==> src/srw_pkg.sv <==
// Purpose: Shared constants, pin bundles and state codes for the supervisor block.
// Assumes: A 25 MHz reference clock and a one millisecond internal tick.
// Notes:   All times are held in their own unit and turned into counts here.
package srw_pkg;

	localparam int CLK_PERIOD_NS  = 40;
	localparam int TICK_PERIOD_NS = 1000000;
	// A tick never comes early, so the cycle count rounds up.
	localparam int TICK_CYCLES    = (TICK_PERIOD_NS + CLK_PERIOD_NS - 1) / CLK_PERIOD_NS;
	localparam int TICK_MS        = 1;

	localparam int WDOG_MS        = 1600;
	localparam int RST_TIMEOUT_MS = 200;
	localparam int DEBOUNCE_MS    = 10;
	localparam int WDOG_TICKS     = WDOG_MS / TICK_MS;
	localparam int RST_TICKS      = (RST_TIMEOUT_MS + TICK_MS - 1) / TICK_MS;
	localparam int DEBOUNCE_TICKS = (DEBOUNCE_MS + TICK_MS - 1) / TICK_MS;

	localparam int TMR_W          = 11;
	localparam int DB_W           = 4;

	localparam int MEM_BITS       = 2048;
	localparam int BYTE_W         = 8;
	localparam int MEM_DEPTH      = MEM_BITS / BYTE_W;
	localparam int ADDR_W         = 8;
	localparam int PAGE_BYTES     = 16;
	localparam int OFF_W          = 4;
	localparam int PAGE_W         = ADDR_W - OFF_W;

	typedef struct packed {
		logic supply_low;
		logic manual_reset_n_in;
		logic reset_n_pin;
		logic watchdog_kick_in;
		logic sda;
		logic write_protect;
	} srw_pins_s;

	typedef struct packed {
		logic rst_hi_out;
		logic rst_hi_oe;
		logic rst_n_out;
		logic rst_n_oe;
	} srw_rst_s;

	typedef enum logic [2:0] {
		ST_ASSERT = 3'h1,
		ST_HOLD   = 3'h2,
		ST_RUN    = 3'h4
	} srw_state_e;

	// Idle pin levels: supply good, buttons released, lines pulled high, no protect.
	localparam srw_pins_s PINS_IDLE = 6'h1A;
	// During reset both outputs are driven to their active levels.
	localparam srw_rst_s  RST_OUT_INIT = 4'hD;

endpackage

==> src/srw_debounce.sv <==
// Purpose: Debounces one slow input using the shared millisecond tick.
// Assumes: The input is already synchronised to the clock.
// Notes:   A new level is taken only after it has held for the full debounce time.
`timescale 1ns/1ns
module srw_debounce #(
	parameter int           DB_TICKS = srw_pkg::DEBOUNCE_TICKS,
	parameter logic         INIT     = 1'b1
) (
	input  wire logic i_ref_clk,
	input  wire logic i_rst,
	input  wire logic i_tick,
	input  wire logic i_raw,
	output logic      o_level
);

	logic [srw_pkg::DB_W-1:0] cnt_q;
	logic [srw_pkg::DB_W-1:0] cnt_d;
	logic                     level_q;
	logic                     level_d;

	always_comb
	begin
		cnt_d   = cnt_q;
		level_d = level_q;
		if (i_raw == level_q)
			cnt_d = '0;
		else if (i_tick)
		begin
			if (cnt_q == srw_pkg::DB_W'(DB_TICKS - 1))
			begin
				level_d = i_raw;
				cnt_d   = '0;
			end
			else
				cnt_d = cnt_q + 1'b1;
		end
	end

	always_ff @(posedge i_ref_clk)
	begin
		if (i_rst)
		begin
			cnt_q   <= '0;
			level_q <= INIT;
		end
		else
		begin
			cnt_q   <= cnt_d;
			level_q <= level_d;
		end
	end

	assign o_level = level_q;
endmodule

==> src/srw_mem.sv <==
// Purpose: Byte-wide storage array with one write port and a registered read port.
// Assumes: Write and read share the clock; read data appear one cycle after the address.
// Notes:   Contents are not cleared by reset.
`timescale 1ns/1ns
module srw_mem #(
	parameter int W     = srw_pkg::BYTE_W,
	parameter int DEPTH = srw_pkg::MEM_DEPTH,
	parameter int AW    = srw_pkg::ADDR_W
) (
	input  wire logic          i_ref_clk,
	input  wire logic          i_we,
	input  wire logic [AW-1:0] i_waddr,
	input  wire logic [W-1:0]  i_wdata,
	input  wire logic [AW-1:0] i_raddr,
	output logic      [W-1:0]  o_rdata
);

	logic [W-1:0] mem_q [DEPTH];
	logic [W-1:0] rdata_q;

	always_ff @(posedge i_ref_clk)
	begin
		if (i_we)
			mem_q[i_waddr] <= i_wdata;
		rdata_q <= mem_q[i_raddr];
	end

	assign o_rdata = rdata_q;

endmodule

==> src/srw_supervisor.sv <==
// Purpose: Supervisor reset, watchdog and write gating for a small serial memory.
// Assumes: Pin inputs are asynchronous; write requests come from logic on this clock.
// Notes:   The low reset pin cannot see an outside pull while this block drives it.
//
// Overview of operation
// - Reset outputs go active when no kick edge arrives within 1.6 seconds.
// - Either kick edge restarts the watchdog; the controller must toggle each interval.
// - Optionally the serial data line serves as the watchdog activity source.
// - Both reset outputs are active while supply-low is reported.
// - Reset stays active 200 ms after supply recovers, then releases.
// - Manual reset input is debounced before use.
// - Debounced low manual reset input causes a reset condition.
// - Reset holds while manual input low, then for the full timeout.
// - Outside low on the reset pin starts, holds, then times out reset; the pull is masked once driven, so the timeout runs from its start.
// - High write-protect refuses all array writes, except in reset and two cycles after; low permits them.
// - Writes are blocked while supply is low, except in reset and two cycles after, while the synchroniser still shows supply good.
// - Array holds 2k bits; writes wrap within 16-byte pages.
`timescale 1ns/1ns
module srw_supervisor #(
	parameter int TICK_CYCLES = srw_pkg::TICK_CYCLES,
	parameter bit WDOG_ON_SDA = 1'b0
) (
	input  wire logic                        i_ref_clk,
	input  wire logic                        i_rst,
	input  wire srw_pkg::srw_pins_s          i_pins,
	input  wire logic                        i_wr_start,
	input  wire logic [srw_pkg::ADDR_W-1:0]  i_wr_addr,
	input  wire logic                        i_wr_valid,
	input  wire logic [srw_pkg::BYTE_W-1:0]  i_wr_data,
	input  wire logic [srw_pkg::ADDR_W-1:0]  i_rd_addr,
	output srw_pkg::srw_rst_s                o_rst,
	output logic                             o_wr_done,
	output logic                             o_wr_refused,
	output logic [srw_pkg::BYTE_W-1:0]       o_rd_data
);

	localparam int PRESC_W = $clog2(TICK_CYCLES);
	localparam logic [PRESC_W-1:0] PRESC_LAST = PRESC_W'(TICK_CYCLES - 1);
	localparam logic [srw_pkg::TMR_W-1:0] WDOG_LAST = srw_pkg::TMR_W'(srw_pkg::WDOG_TICKS - 1);
	localparam logic [srw_pkg::TMR_W-1:0] RST_LAST  = srw_pkg::TMR_W'(srw_pkg::RST_TICKS - 1);

	// Two-stage synchroniser; stage one feeds stage two only.
	srw_pkg::srw_pins_s pins_s1_q;
	srw_pkg::srw_pins_s pins_s2_q;
	logic               act_s3_q;
	logic               act_s2;
	logic               kick;

	always_ff @(posedge i_ref_clk)
	begin
		if (i_rst)
		begin
			pins_s1_q <= srw_pkg::PINS_IDLE;
			pins_s2_q <= srw_pkg::PINS_IDLE;
			// The edge detector starts at the source's idle level, so reset makes no false kick.
			act_s3_q  <= WDOG_ON_SDA ? srw_pkg::PINS_IDLE.sda : srw_pkg::PINS_IDLE.watchdog_kick_in;
		end
		else
		begin
			pins_s1_q <= i_pins;
			pins_s2_q <= pins_s1_q;
			act_s3_q  <= act_s2;
		end
	end

	assign act_s2 = WDOG_ON_SDA ? pins_s2_q.sda : pins_s2_q.watchdog_kick_in;
	assign kick   = act_s2 ^ act_s3_q;

	// Shared millisecond tick.
	logic [PRESC_W-1:0] presc_q;
	logic [PRESC_W-1:0] presc_d;
	logic               tick;
	logic               restart;

	always_comb
	begin
		// The tick may not depend on restart, since a tick can itself cause the restart.
		tick    = (presc_q == PRESC_LAST);
		presc_d = (restart || tick) ? '0 : presc_q + 1'b1;
	end

	logic mr_level;

	srw_debounce #(
		.DB_TICKS (srw_pkg::DEBOUNCE_TICKS),
		.INIT     (1'b1)
	) u_mr_db (
		.i_ref_clk (i_ref_clk),
		.i_rst     (i_rst),
		.i_tick    (tick),
		.i_raw     (pins_s2_q.manual_reset_n_in),
		.o_level   (mr_level)
	);

	// Own drive history masks the pin's echo through the synchroniser.
	logic [2:0] drv_hist_q;
	logic       ext_low;
	logic       cause;

	assign ext_low = !pins_s2_q.reset_n_pin && (drv_hist_q == 3'h0) && !o_rst.rst_n_oe;
	assign cause   = pins_s2_q.supply_low || !mr_level || ext_low;

	srw_pkg::srw_state_e              state_q;
	srw_pkg::srw_state_e              state_d;
	logic [srw_pkg::TMR_W-1:0]        tmr_q;
	logic [srw_pkg::TMR_W-1:0]        tmr_d;
	srw_pkg::srw_rst_s                rst_q;
	srw_pkg::srw_rst_s                rst_d;

	always_comb
	begin
		state_d = state_q;
		tmr_d   = tmr_q;
		unique case (state_q)
			srw_pkg::ST_ASSERT:
			begin
				tmr_d = '0;
				if (!cause)
					state_d = srw_pkg::ST_HOLD;
			end
			srw_pkg::ST_HOLD:
			begin
				if (cause)
				begin
					state_d = srw_pkg::ST_ASSERT;
					tmr_d   = '0;
				end
				else if (tick)
				begin
					if (tmr_q == RST_LAST)
					begin
						state_d = srw_pkg::ST_RUN;
						tmr_d   = '0;
					end
					else
						tmr_d = tmr_q + 1'b1;
				end
			end
			srw_pkg::ST_RUN:
			begin
				if (cause)
				begin
					state_d = srw_pkg::ST_ASSERT;
					tmr_d   = '0;
				end
				else if (kick)
					tmr_d = '0;
				else if (tick)
				begin
					if (tmr_q == WDOG_LAST)
					begin
						state_d = srw_pkg::ST_HOLD;
						tmr_d   = '0;
					end
					else
						tmr_d = tmr_q + 1'b1;
				end
			end
			default:
			begin
				state_d = srw_pkg::ST_ASSERT;
				tmr_d   = '0;
			end
		endcase
		restart = (state_d != state_q) || (state_q == srw_pkg::ST_RUN && kick);
		rst_d.rst_hi_out = 1'b1;
		rst_d.rst_hi_oe  = (state_d != srw_pkg::ST_RUN);
		rst_d.rst_n_out  = 1'b0;
		rst_d.rst_n_oe   = (state_d != srw_pkg::ST_RUN);
	end

	always_ff @(posedge i_ref_clk)
	begin
		if (i_rst)
		begin
			state_q    <= srw_pkg::ST_ASSERT;
			tmr_q      <= '0;
			presc_q    <= '0;
			rst_q      <= srw_pkg::RST_OUT_INIT;
			drv_hist_q <= 3'h7;
		end
		else
		begin
			state_q    <= state_d;
			tmr_q      <= tmr_d;
			presc_q    <= presc_d;
			rst_q      <= rst_d;
			drv_hist_q <= {drv_hist_q[1:0], rst_q.rst_n_oe};
		end
	end

	assign o_rst = rst_q;

	// Write path with page rollover.
	logic [srw_pkg::PAGE_W-1:0] page_q;
	logic [srw_pkg::PAGE_W-1:0] page_d;
	logic [srw_pkg::OFF_W-1:0]  off_q;
	logic [srw_pkg::OFF_W-1:0]  off_d;
	logic                       wr_allow;
	logic                       mem_we;
	logic                       done_q;
	logic                       done_d;
	logic                       refused_q;
	logic                       refused_d;

	always_comb
	begin
		wr_allow  = !pins_s2_q.write_protect && !pins_s2_q.supply_low;
		mem_we    = i_wr_valid && wr_allow;
		page_d    = page_q;
		off_d     = off_q;
		done_d    = mem_we;
		refused_d = i_wr_valid && !wr_allow;
		if (i_wr_start)
		begin
			page_d = i_wr_addr[srw_pkg::ADDR_W-1:srw_pkg::OFF_W];
			off_d  = i_wr_addr[srw_pkg::OFF_W-1:0];
		end
		else if (mem_we)
			off_d = off_q + 1'b1;
	end

	always_ff @(posedge i_ref_clk)
	begin
		if (i_rst)
		begin
			page_q    <= '0;
			off_q     <= '0;
			done_q    <= 1'b0;
			refused_q <= 1'b0;
		end
		else
		begin
			page_q    <= page_d;
			off_q     <= off_d;
			done_q    <= done_d;
			refused_q <= refused_d;
		end
	end

	assign o_wr_done    = done_q;
	assign o_wr_refused = refused_q;

	srw_mem #(
		.W     (srw_pkg::BYTE_W),
		.DEPTH (srw_pkg::MEM_DEPTH),
		.AW    (srw_pkg::ADDR_W)
	) u_array (
		.i_ref_clk (i_ref_clk),
		.i_we      (mem_we && !i_wr_start),
		.i_waddr   ({page_q, off_q}),
		.i_wdata   (i_wr_data),
		.i_raddr   (i_rd_addr),
		.o_rdata   (o_rd_data)
	);
endmodule

==> config.mk <==
export PLATFORM = sky130hd
export DESIGN_NAME = srw_supervisor
export DESIGN_NICKNAME = d
export VERILOG_FILES = /design/src/srw_pkg.sv /design/src/srw_debounce.sv /design/src/srw_mem.sv /design/src/srw_supervisor.sv
export SDC_FILE = /design/constraint.sdc
export NUM_CORES = 2
export LEC_CHECK = 0
export BUFFER_PORTS_ARGS = -buffer_cell sky130_fd_sc_hd__buf_2
export CAP_MARGIN = 10
export CORE_ASPECT_RATIO = 0.6
export CORE_MARGIN = 5
export CORE_UTILIZATION = 29
export CTS_BUF_LIST = sky130_fd_sc_hd__clkbuf_4 sky130_fd_sc_hd__clkbuf_8 sky130_fd_sc_hd__clkbuf_16
export DETAILED_ROUTE_END_ITERATION = 8
export GPL_TIMING_DRIVEN = 1
export SYNTH_ARGS = -nofsm -noshare
export SYNTH_HDL_FRONTEND = slang
export SYNTH_SLANG_ARGS = --single-unit
==> constraint.sdc <==
create_clock -name i_ref_clk -period 3.7 [get_ports i_ref_clk]
set_clock_uncertainty 0.05 [all_clocks]
set_input_delay 0.925 -clock i_ref_clk [delete_from_list [all_inputs] [get_ports i_ref_clk]]
set_output_delay 0.925 -clock i_ref_clk [all_outputs]
set_load 0.02 [all_outputs]
## Yosys cells after proc, flatten, opt, wreduce, memory -nomap -nowiden

Memories as Yosys holds them, arrays and structs flattened. A register that Yosys moved wholly into a read port is not among the register bits.
Cells that the tools add are included.

| storage, ports and cells | value |
|---|---|
| input port bits | 34 |
| output and inout port bits | 14 |
| bits in writable memories | 2,048 |
| flip-flop bits (word level) | 61 |
| logic and storage cells | 89 |
| memories | 1 |

| operators by class | value |
|---|---|
| multiplexer cells | 22 |
| equality and inequality tests | 12 |
| bitwise logic cells | 2 |
| reductions and logical operators | 24 |
| add/sub/neg operators | 4 |

Memories:

| name | words | width | rd ports | clocked after Yosys merged registers in | wr ports | RTL line | text |
|---|---|---|---|---|---|---|---|
| u_array.mem_q | 256 | 8 | 1 | 1 | 1 | srw_mem.sv:18 | `logic [W-1:0] mem_q [DEPTH];` |

Operator list:

| kind | number |
|---|---|
| 11-bit 2-to-1 mux | 7 |
| 3-bit 2-to-1 mux | 8 |
| 11-bit one-hot mux with 2 select lines | 1 |
| 15-bit by 1-bit adder with 15-bit output, second input constant | 1 |
| 15-bit equality test, second input constant | 1 |
| 4-bit 2-to-1 mux | 3 |
| 11-bit by 1-bit adder with 11-bit output, second input constant | 1 |
| 11-bit equality test, second input constant | 1 |
| 11-bit by 8-bit equality test with 1-bit output, second input constant | 1 |
| 3-bit one-hot mux with 3 select lines | 1 |
| 4-bit by 1-bit adder with 4-bit output, second input constant | 2 |
| 1-bit logical AND | 7 |
| 1-bit logical NOT | 7 |
| 3-bit != test, second input constant | 2 |
| 4-bit equality test, second input constant | 1 |
| 1-bit logical OR | 4 |
| 4-bit != test, second input constant | 1 |
| 2-bit OR reduction | 2 |
| 3-bit by 1-bit equality test with 1-bit output, second input constant | 1 |
| 3-bit by 2-bit equality test with 1-bit output, second input constant | 1 |
| 3-bit equality test, second input constant | 1 |
| 3-bit logical NOT | 1 |
| 3-bit != test | 1 |
| 3-bit AND reduction | 1 |
| 6 further kinds | 7 |

## Logic depth before layout (Yosys ltp)

| logic depth | value |
|---|---|
| depth in word-level cells | 10 |
| mapped depth | 12 |
| mapped depth without buffers | 8 |

## Hierarchy

A second synthesis with hierarchy kept.

| second synthesis, totals | value |
|---|---|
| cells, all modules | 4,021 |
| area, all modules | 82,243.9 um^2 |

Modules (own cells, without submodules):

| module | area each (um^2) | cells each | sequential area each (um^2) | instances |
|---|---|---|---|---|
| srw_mem | 79,556.3 | 3,733 | 61,659.1 | 1 |
| srw_supervisor | 2,444.8 | 261 | 1,081.0 | 1 |
| srw_debounce | 242.7 | 27 | 100.1 | 1 |

## Worst setup path after synthesis

OpenSTA, ideal clock, no wires.

| timing | value |
|---|---|
| kind | input to register |
| start | input port i_rd_addr[0] in the netlist's numbering |
| end | register u_array.rdata_q[1] (netlist: u_array.o_rdata[1]) (read register of u_array.mem_q) |
| data arrival time | 2.662 ns |
| cell stages on the path | 8 |
| buffers on the path | 3 |
| library setup time | 0.134 ns |
| data required time | 3.516 ns |
| setup slack | 0.854 ns |
| path through | buf_6 > buf_8 > buf_2 > mux4_2 > a22oi_1 > a31oi_1 > o41ai_1 > a211oi_2 |

RTL lines:

| what | RTL line | text |
|---|---|---|
| start: declaration | srw_supervisor.sv:30 | `input wire logic [srw_pkg::ADDR_W-1:0] i_rd_addr,` |
| end: declaration | srw_mem.sv:19 | `logic [W-1:0] rdata_q;` |

==> results.txt <==
The critical path is of the input pin to flip-flop type. The CTS tree is done. The number of violations of the max-capacitance limit came out at 0.

The area of the placeable core is 282000 um2. The share of flip-flops with an asynchronous set or reset after synthesis is 0. The number of global-route vias before repair is 42900. The number of buffers inserted during clock tree synthesis came out at 199. The detailed-route wire length per cell came out at 25.6 um.

The area of the die came out at 294000 um2. In this run the clock root is driven by a clkbuf_16. The count of final hold-check violations is 0. The cell count after synthesis is 4082.

For this run, the slowest stage of the critical path takes 620 ps. For the pin with the worst max-slew slack, the measured transition is 1090 ps. The critical path crosses 9 cells after its start point.

The class of the worst hold path is input pin to flip-flop. By area the synthesized netlist is led by edfxtp_1, mux4_2, mux2i_1. Of the cells placed in the final design, the portion with a size suffix greater than 1 is 0.298. The share of synthesized area in the top cell type comes to 0.748. The number of H-tree branching levels came out at 4. The post-CTS setup repair buffer count is 0. The final wirelength is 221000 um. The flow ran to the end, and the final reports show no timing, DRC or antenna violations.

The final net count is 4767. The kind of start point of the critical path is an input pin. The iteration count of the initial detailed-routing pass came out at 5. Summed over all failing endpoints, the final setup total negative slack is 0 ps. The signal on the critical path passes through buf_8, buf_12, buf_4, mux4_2, a22oi_1, a21oi_1, nor4_1, buf_4, nor4_1.

STA classifies the critical path endpoint as a flip-flop. Dividing the final minimum period by the clock period gives 0.856. The largest individual stage delay along the critical path comes from the cell nor4_1.

The detailed router placed 43500 vias in this run. The starting density of the core came out at 0.291. The fill cell instance count of the final layout is 26200. Measured against its own limit, the worst slew margin works out to 0.276. The initial antenna violation count is 14. During placement, the flow inserted port buffers numbering 44. The design internal power came out at 39.1 mW.

The largest fanout on the critical path came out at 22. The most used flip-flop cell after synthesis is edfxtp_1. The all-layer global routing usage came out at 0.146. The synthesized design contains 2115 register bits. The share of total power dissipated in combinational logic is 0.056. The highest ir drop seen on vdd is 0.000514 V. The number of instances on the worst hold path came out at 2. The count of non-filler cells in the finished layout is 8634. The flip-flop and latch area is 62800 um2.

The width of the die came out at 697 um. The post-route minimum period came out at 3170 ps. The static leakage power came out at 31.5 nW.

Synthesis produced a netlist with a net count of 4122. The number of hold buffers added after CTS was 0. Data on the critical path arrives at its endpoint at 3860 ps.

The proportion of synthesized chip area in sequential cells came out at 0.765. The count of nets left with antenna violations once routing finished came out at 0. The number of vias per cell is 5.04. Including well taps, the total number of placed cells is 8274. The die extent in y is 422 um.

Relative to the synthesized area, the layout overhead comes to 19.1%. The post-synthesis instance area is 82200 um2. Counting both buffers and inverters, the worst setup path holds a total of 4. For this run, the share of the core covered by cells in the final layout is 0.347. The worst-case clock buffer depth came out at 4. The most area-hungry cell type in the Yosys netlist is edfxtp_1. The cell with the most instances after synthesis is edfxtp_1.

The total DRC errors in the routed layout came out at 0. Setup violations remaining at the end of the flow were counted as 0. The number of enable-type register cells in the synthesized netlist is 2048. The latest clock arrival within the worst-skew pair is 880 ps.

The power share of the clock group came out at 0.417. For the worst setup path, the data required time is 4390 ps. The power density relative to cell area came out at 510 nW/um2. Setup repair after global routing left no endpoint under its margin. The share of total power dissipated in sequential elements is 0.527. The largest delay contributor family on the critical path is buffers and inverters. Synthesis instantiated 77 different standard cells from the library. The count of boundary I/O pins is 48. The standard-cell row count came out at 151. The initial detailed-routing violation count is 5751. The count of warnings emitted by yosys is 0. By count the netlist is led by edfxtp_1, mux4_2, nor2_1. After clock tree synthesis, the repair step resized 0 gates. Clock tree synthesis found a total of 2115 sinks. The per-instance average area after synthesis is 20.1 um2. The final weighted congestion in routability-driven placement is 0.828. Of the total power, the share spent switching nets is 0.216.

Once detailed placement completed, the half-perimeter wirelength came to 146000 um. The area of the multi-input gates came out at 17800 um2. The count of pins over their slew limit is 0. The final global-route overflow total is 0. The number of cells on the worst reg-to-reg path is 9. Based on the critical path, the design can be clocked at up to 0.316 GHz. The reported net switching power came out at 10.8 mW.

The clock edge transition at the registers on the reported setup and hold paths came out at 70 ps. The first global-routing pass estimated 314000 um of wire. The pin count of the biggest net entering global routing came out at 102.
power groups by stage:
stage          Sequential, mW  Combinational, mW  Clock (mW)
6_report                 26.3               2.78        20.8
5_1_grt                  26.3               2.94        22.3
4_1_cts                  26.3               2.77        21.2
3_5_place_dp             26.8               2.77           0
3_3_place_gp             26.8               2.73           0
2_1_floorplan            26.8               1.28           0
placed cells by master, fill, tap and decap left out, drive strengths merged, types with 11 or more instances in the layout:
cell type / instances
nor2b: 34
a211oi: 16
or2: 11
a21oi: 87
o22ai: 38
inv: 17
nand2b: 15
o221ai: 33
buf: 681
xor2: 19
nor4: 19
edfxtp: 2048
mux4: 416
bufinv: 24
a31oi: 11
nand3: 39
clkinv: 92
mux2i: 195
nor3: 20
a22oi: 162
nor2: 327
nand2: 70
a221oi: 19
clkbuf: 233
o21ai: 45
a22o: 16
and2: 13
dfxtp: 67
worst register-to-register path: stages, from the launching register on:
cell	delay, ps
dfxtp_1	320
nor2_1	100
buf_4	180
nand2_1	170
nor2_1	200
and2_1	430
nand2_1	520
buf_4	390
nor2_1	140
buf_4	240
cell families (layout without fill, tap and decap cells):
kind of cell	Yosys count	after routing	share of synthesized area
muxes	616	616	0.139
DFF	2115	2115	0.765
and+or+nand+nor	595	595	0.0334
other	2	6	0.0000914
AOI/OAI and AO/OA	469	469	0.0398
xor gates and xnor gates	24	24	0.00256
buffers and inverters	255	1055	0.0200
adders and majority gates	6	6	0.000913
flip-flops by register name, indices dropped and copies added (netlist names):
signal           cells
presc_q             15
state_q              3
act_s2               1
o_wr_done            1
u_array.o_rdata      8
o_rst                1
pins_s2_q            4
drv_hist_q           3
u_mr_db.o_level      1
act_s3_q             1
off_q                4
page_q               4
u_mr_db.cnt_q        4
pins_s1_q            5
u_array.mem_q     2048
tmr_q               11
o_wr_refused         1
layer usage:
metal / track usage / vias up / routed length (um)
met5: 0.00339 / - / 139
met2: 0.190 / 2188 / 87400
met4: 0.0282 / 2 / 3950
met3: 0.0628 / 254 / 30400
met1: 0.223 / 22900 / 99400
li1: - / 18100 / -
final cells by class:
class,instances,share of cell area
Timing Repair Buffer,687,0.0607
Inverter,12,0.000460
Tap cell,3748,0.0479
Clock buffer,227,0.0534
Clock inverter,129,0.0136
Antenna cell,4,0.000102
Sequential cell,2115,0.642
Multi-Input combinational cell,1712,0.182
metrics by stage:
stage	instance area [um2]	hold WS (ps)	setup slack (ps)	total power, mW
4_1_cts	97900	149	548	50.3
5_1_grt	97900	168	408	51.5
3_3_place_gp	91300	347	-318	29.6
6_report	97900	226	532	49.9
2_1_floorplan	82200	339	854	28.1
3_5_place_dp	91300	361	-365	29.6
path summary, 6_finish.rpt:
path | endpoint | start | slack (ps)
max | u_array.o_rdata[0]$_DFF_P_ | i_rd_addr[0] | 530
min | pins_s1_q[3]$_SDFF_PP1_ | i_pins[3] | 230
max reg2reg | u_array.mem_q[49][4]$_DFFE_PP_ | pins_s2_q[5]$_SDFF_PP0_ | 630
min reg2reg | pins_s2_q[3]$_SDFF_PP1_ | pins_s1_q[3]$_SDFF_PP1_ | 370
(Power assumes the default switching activity.)
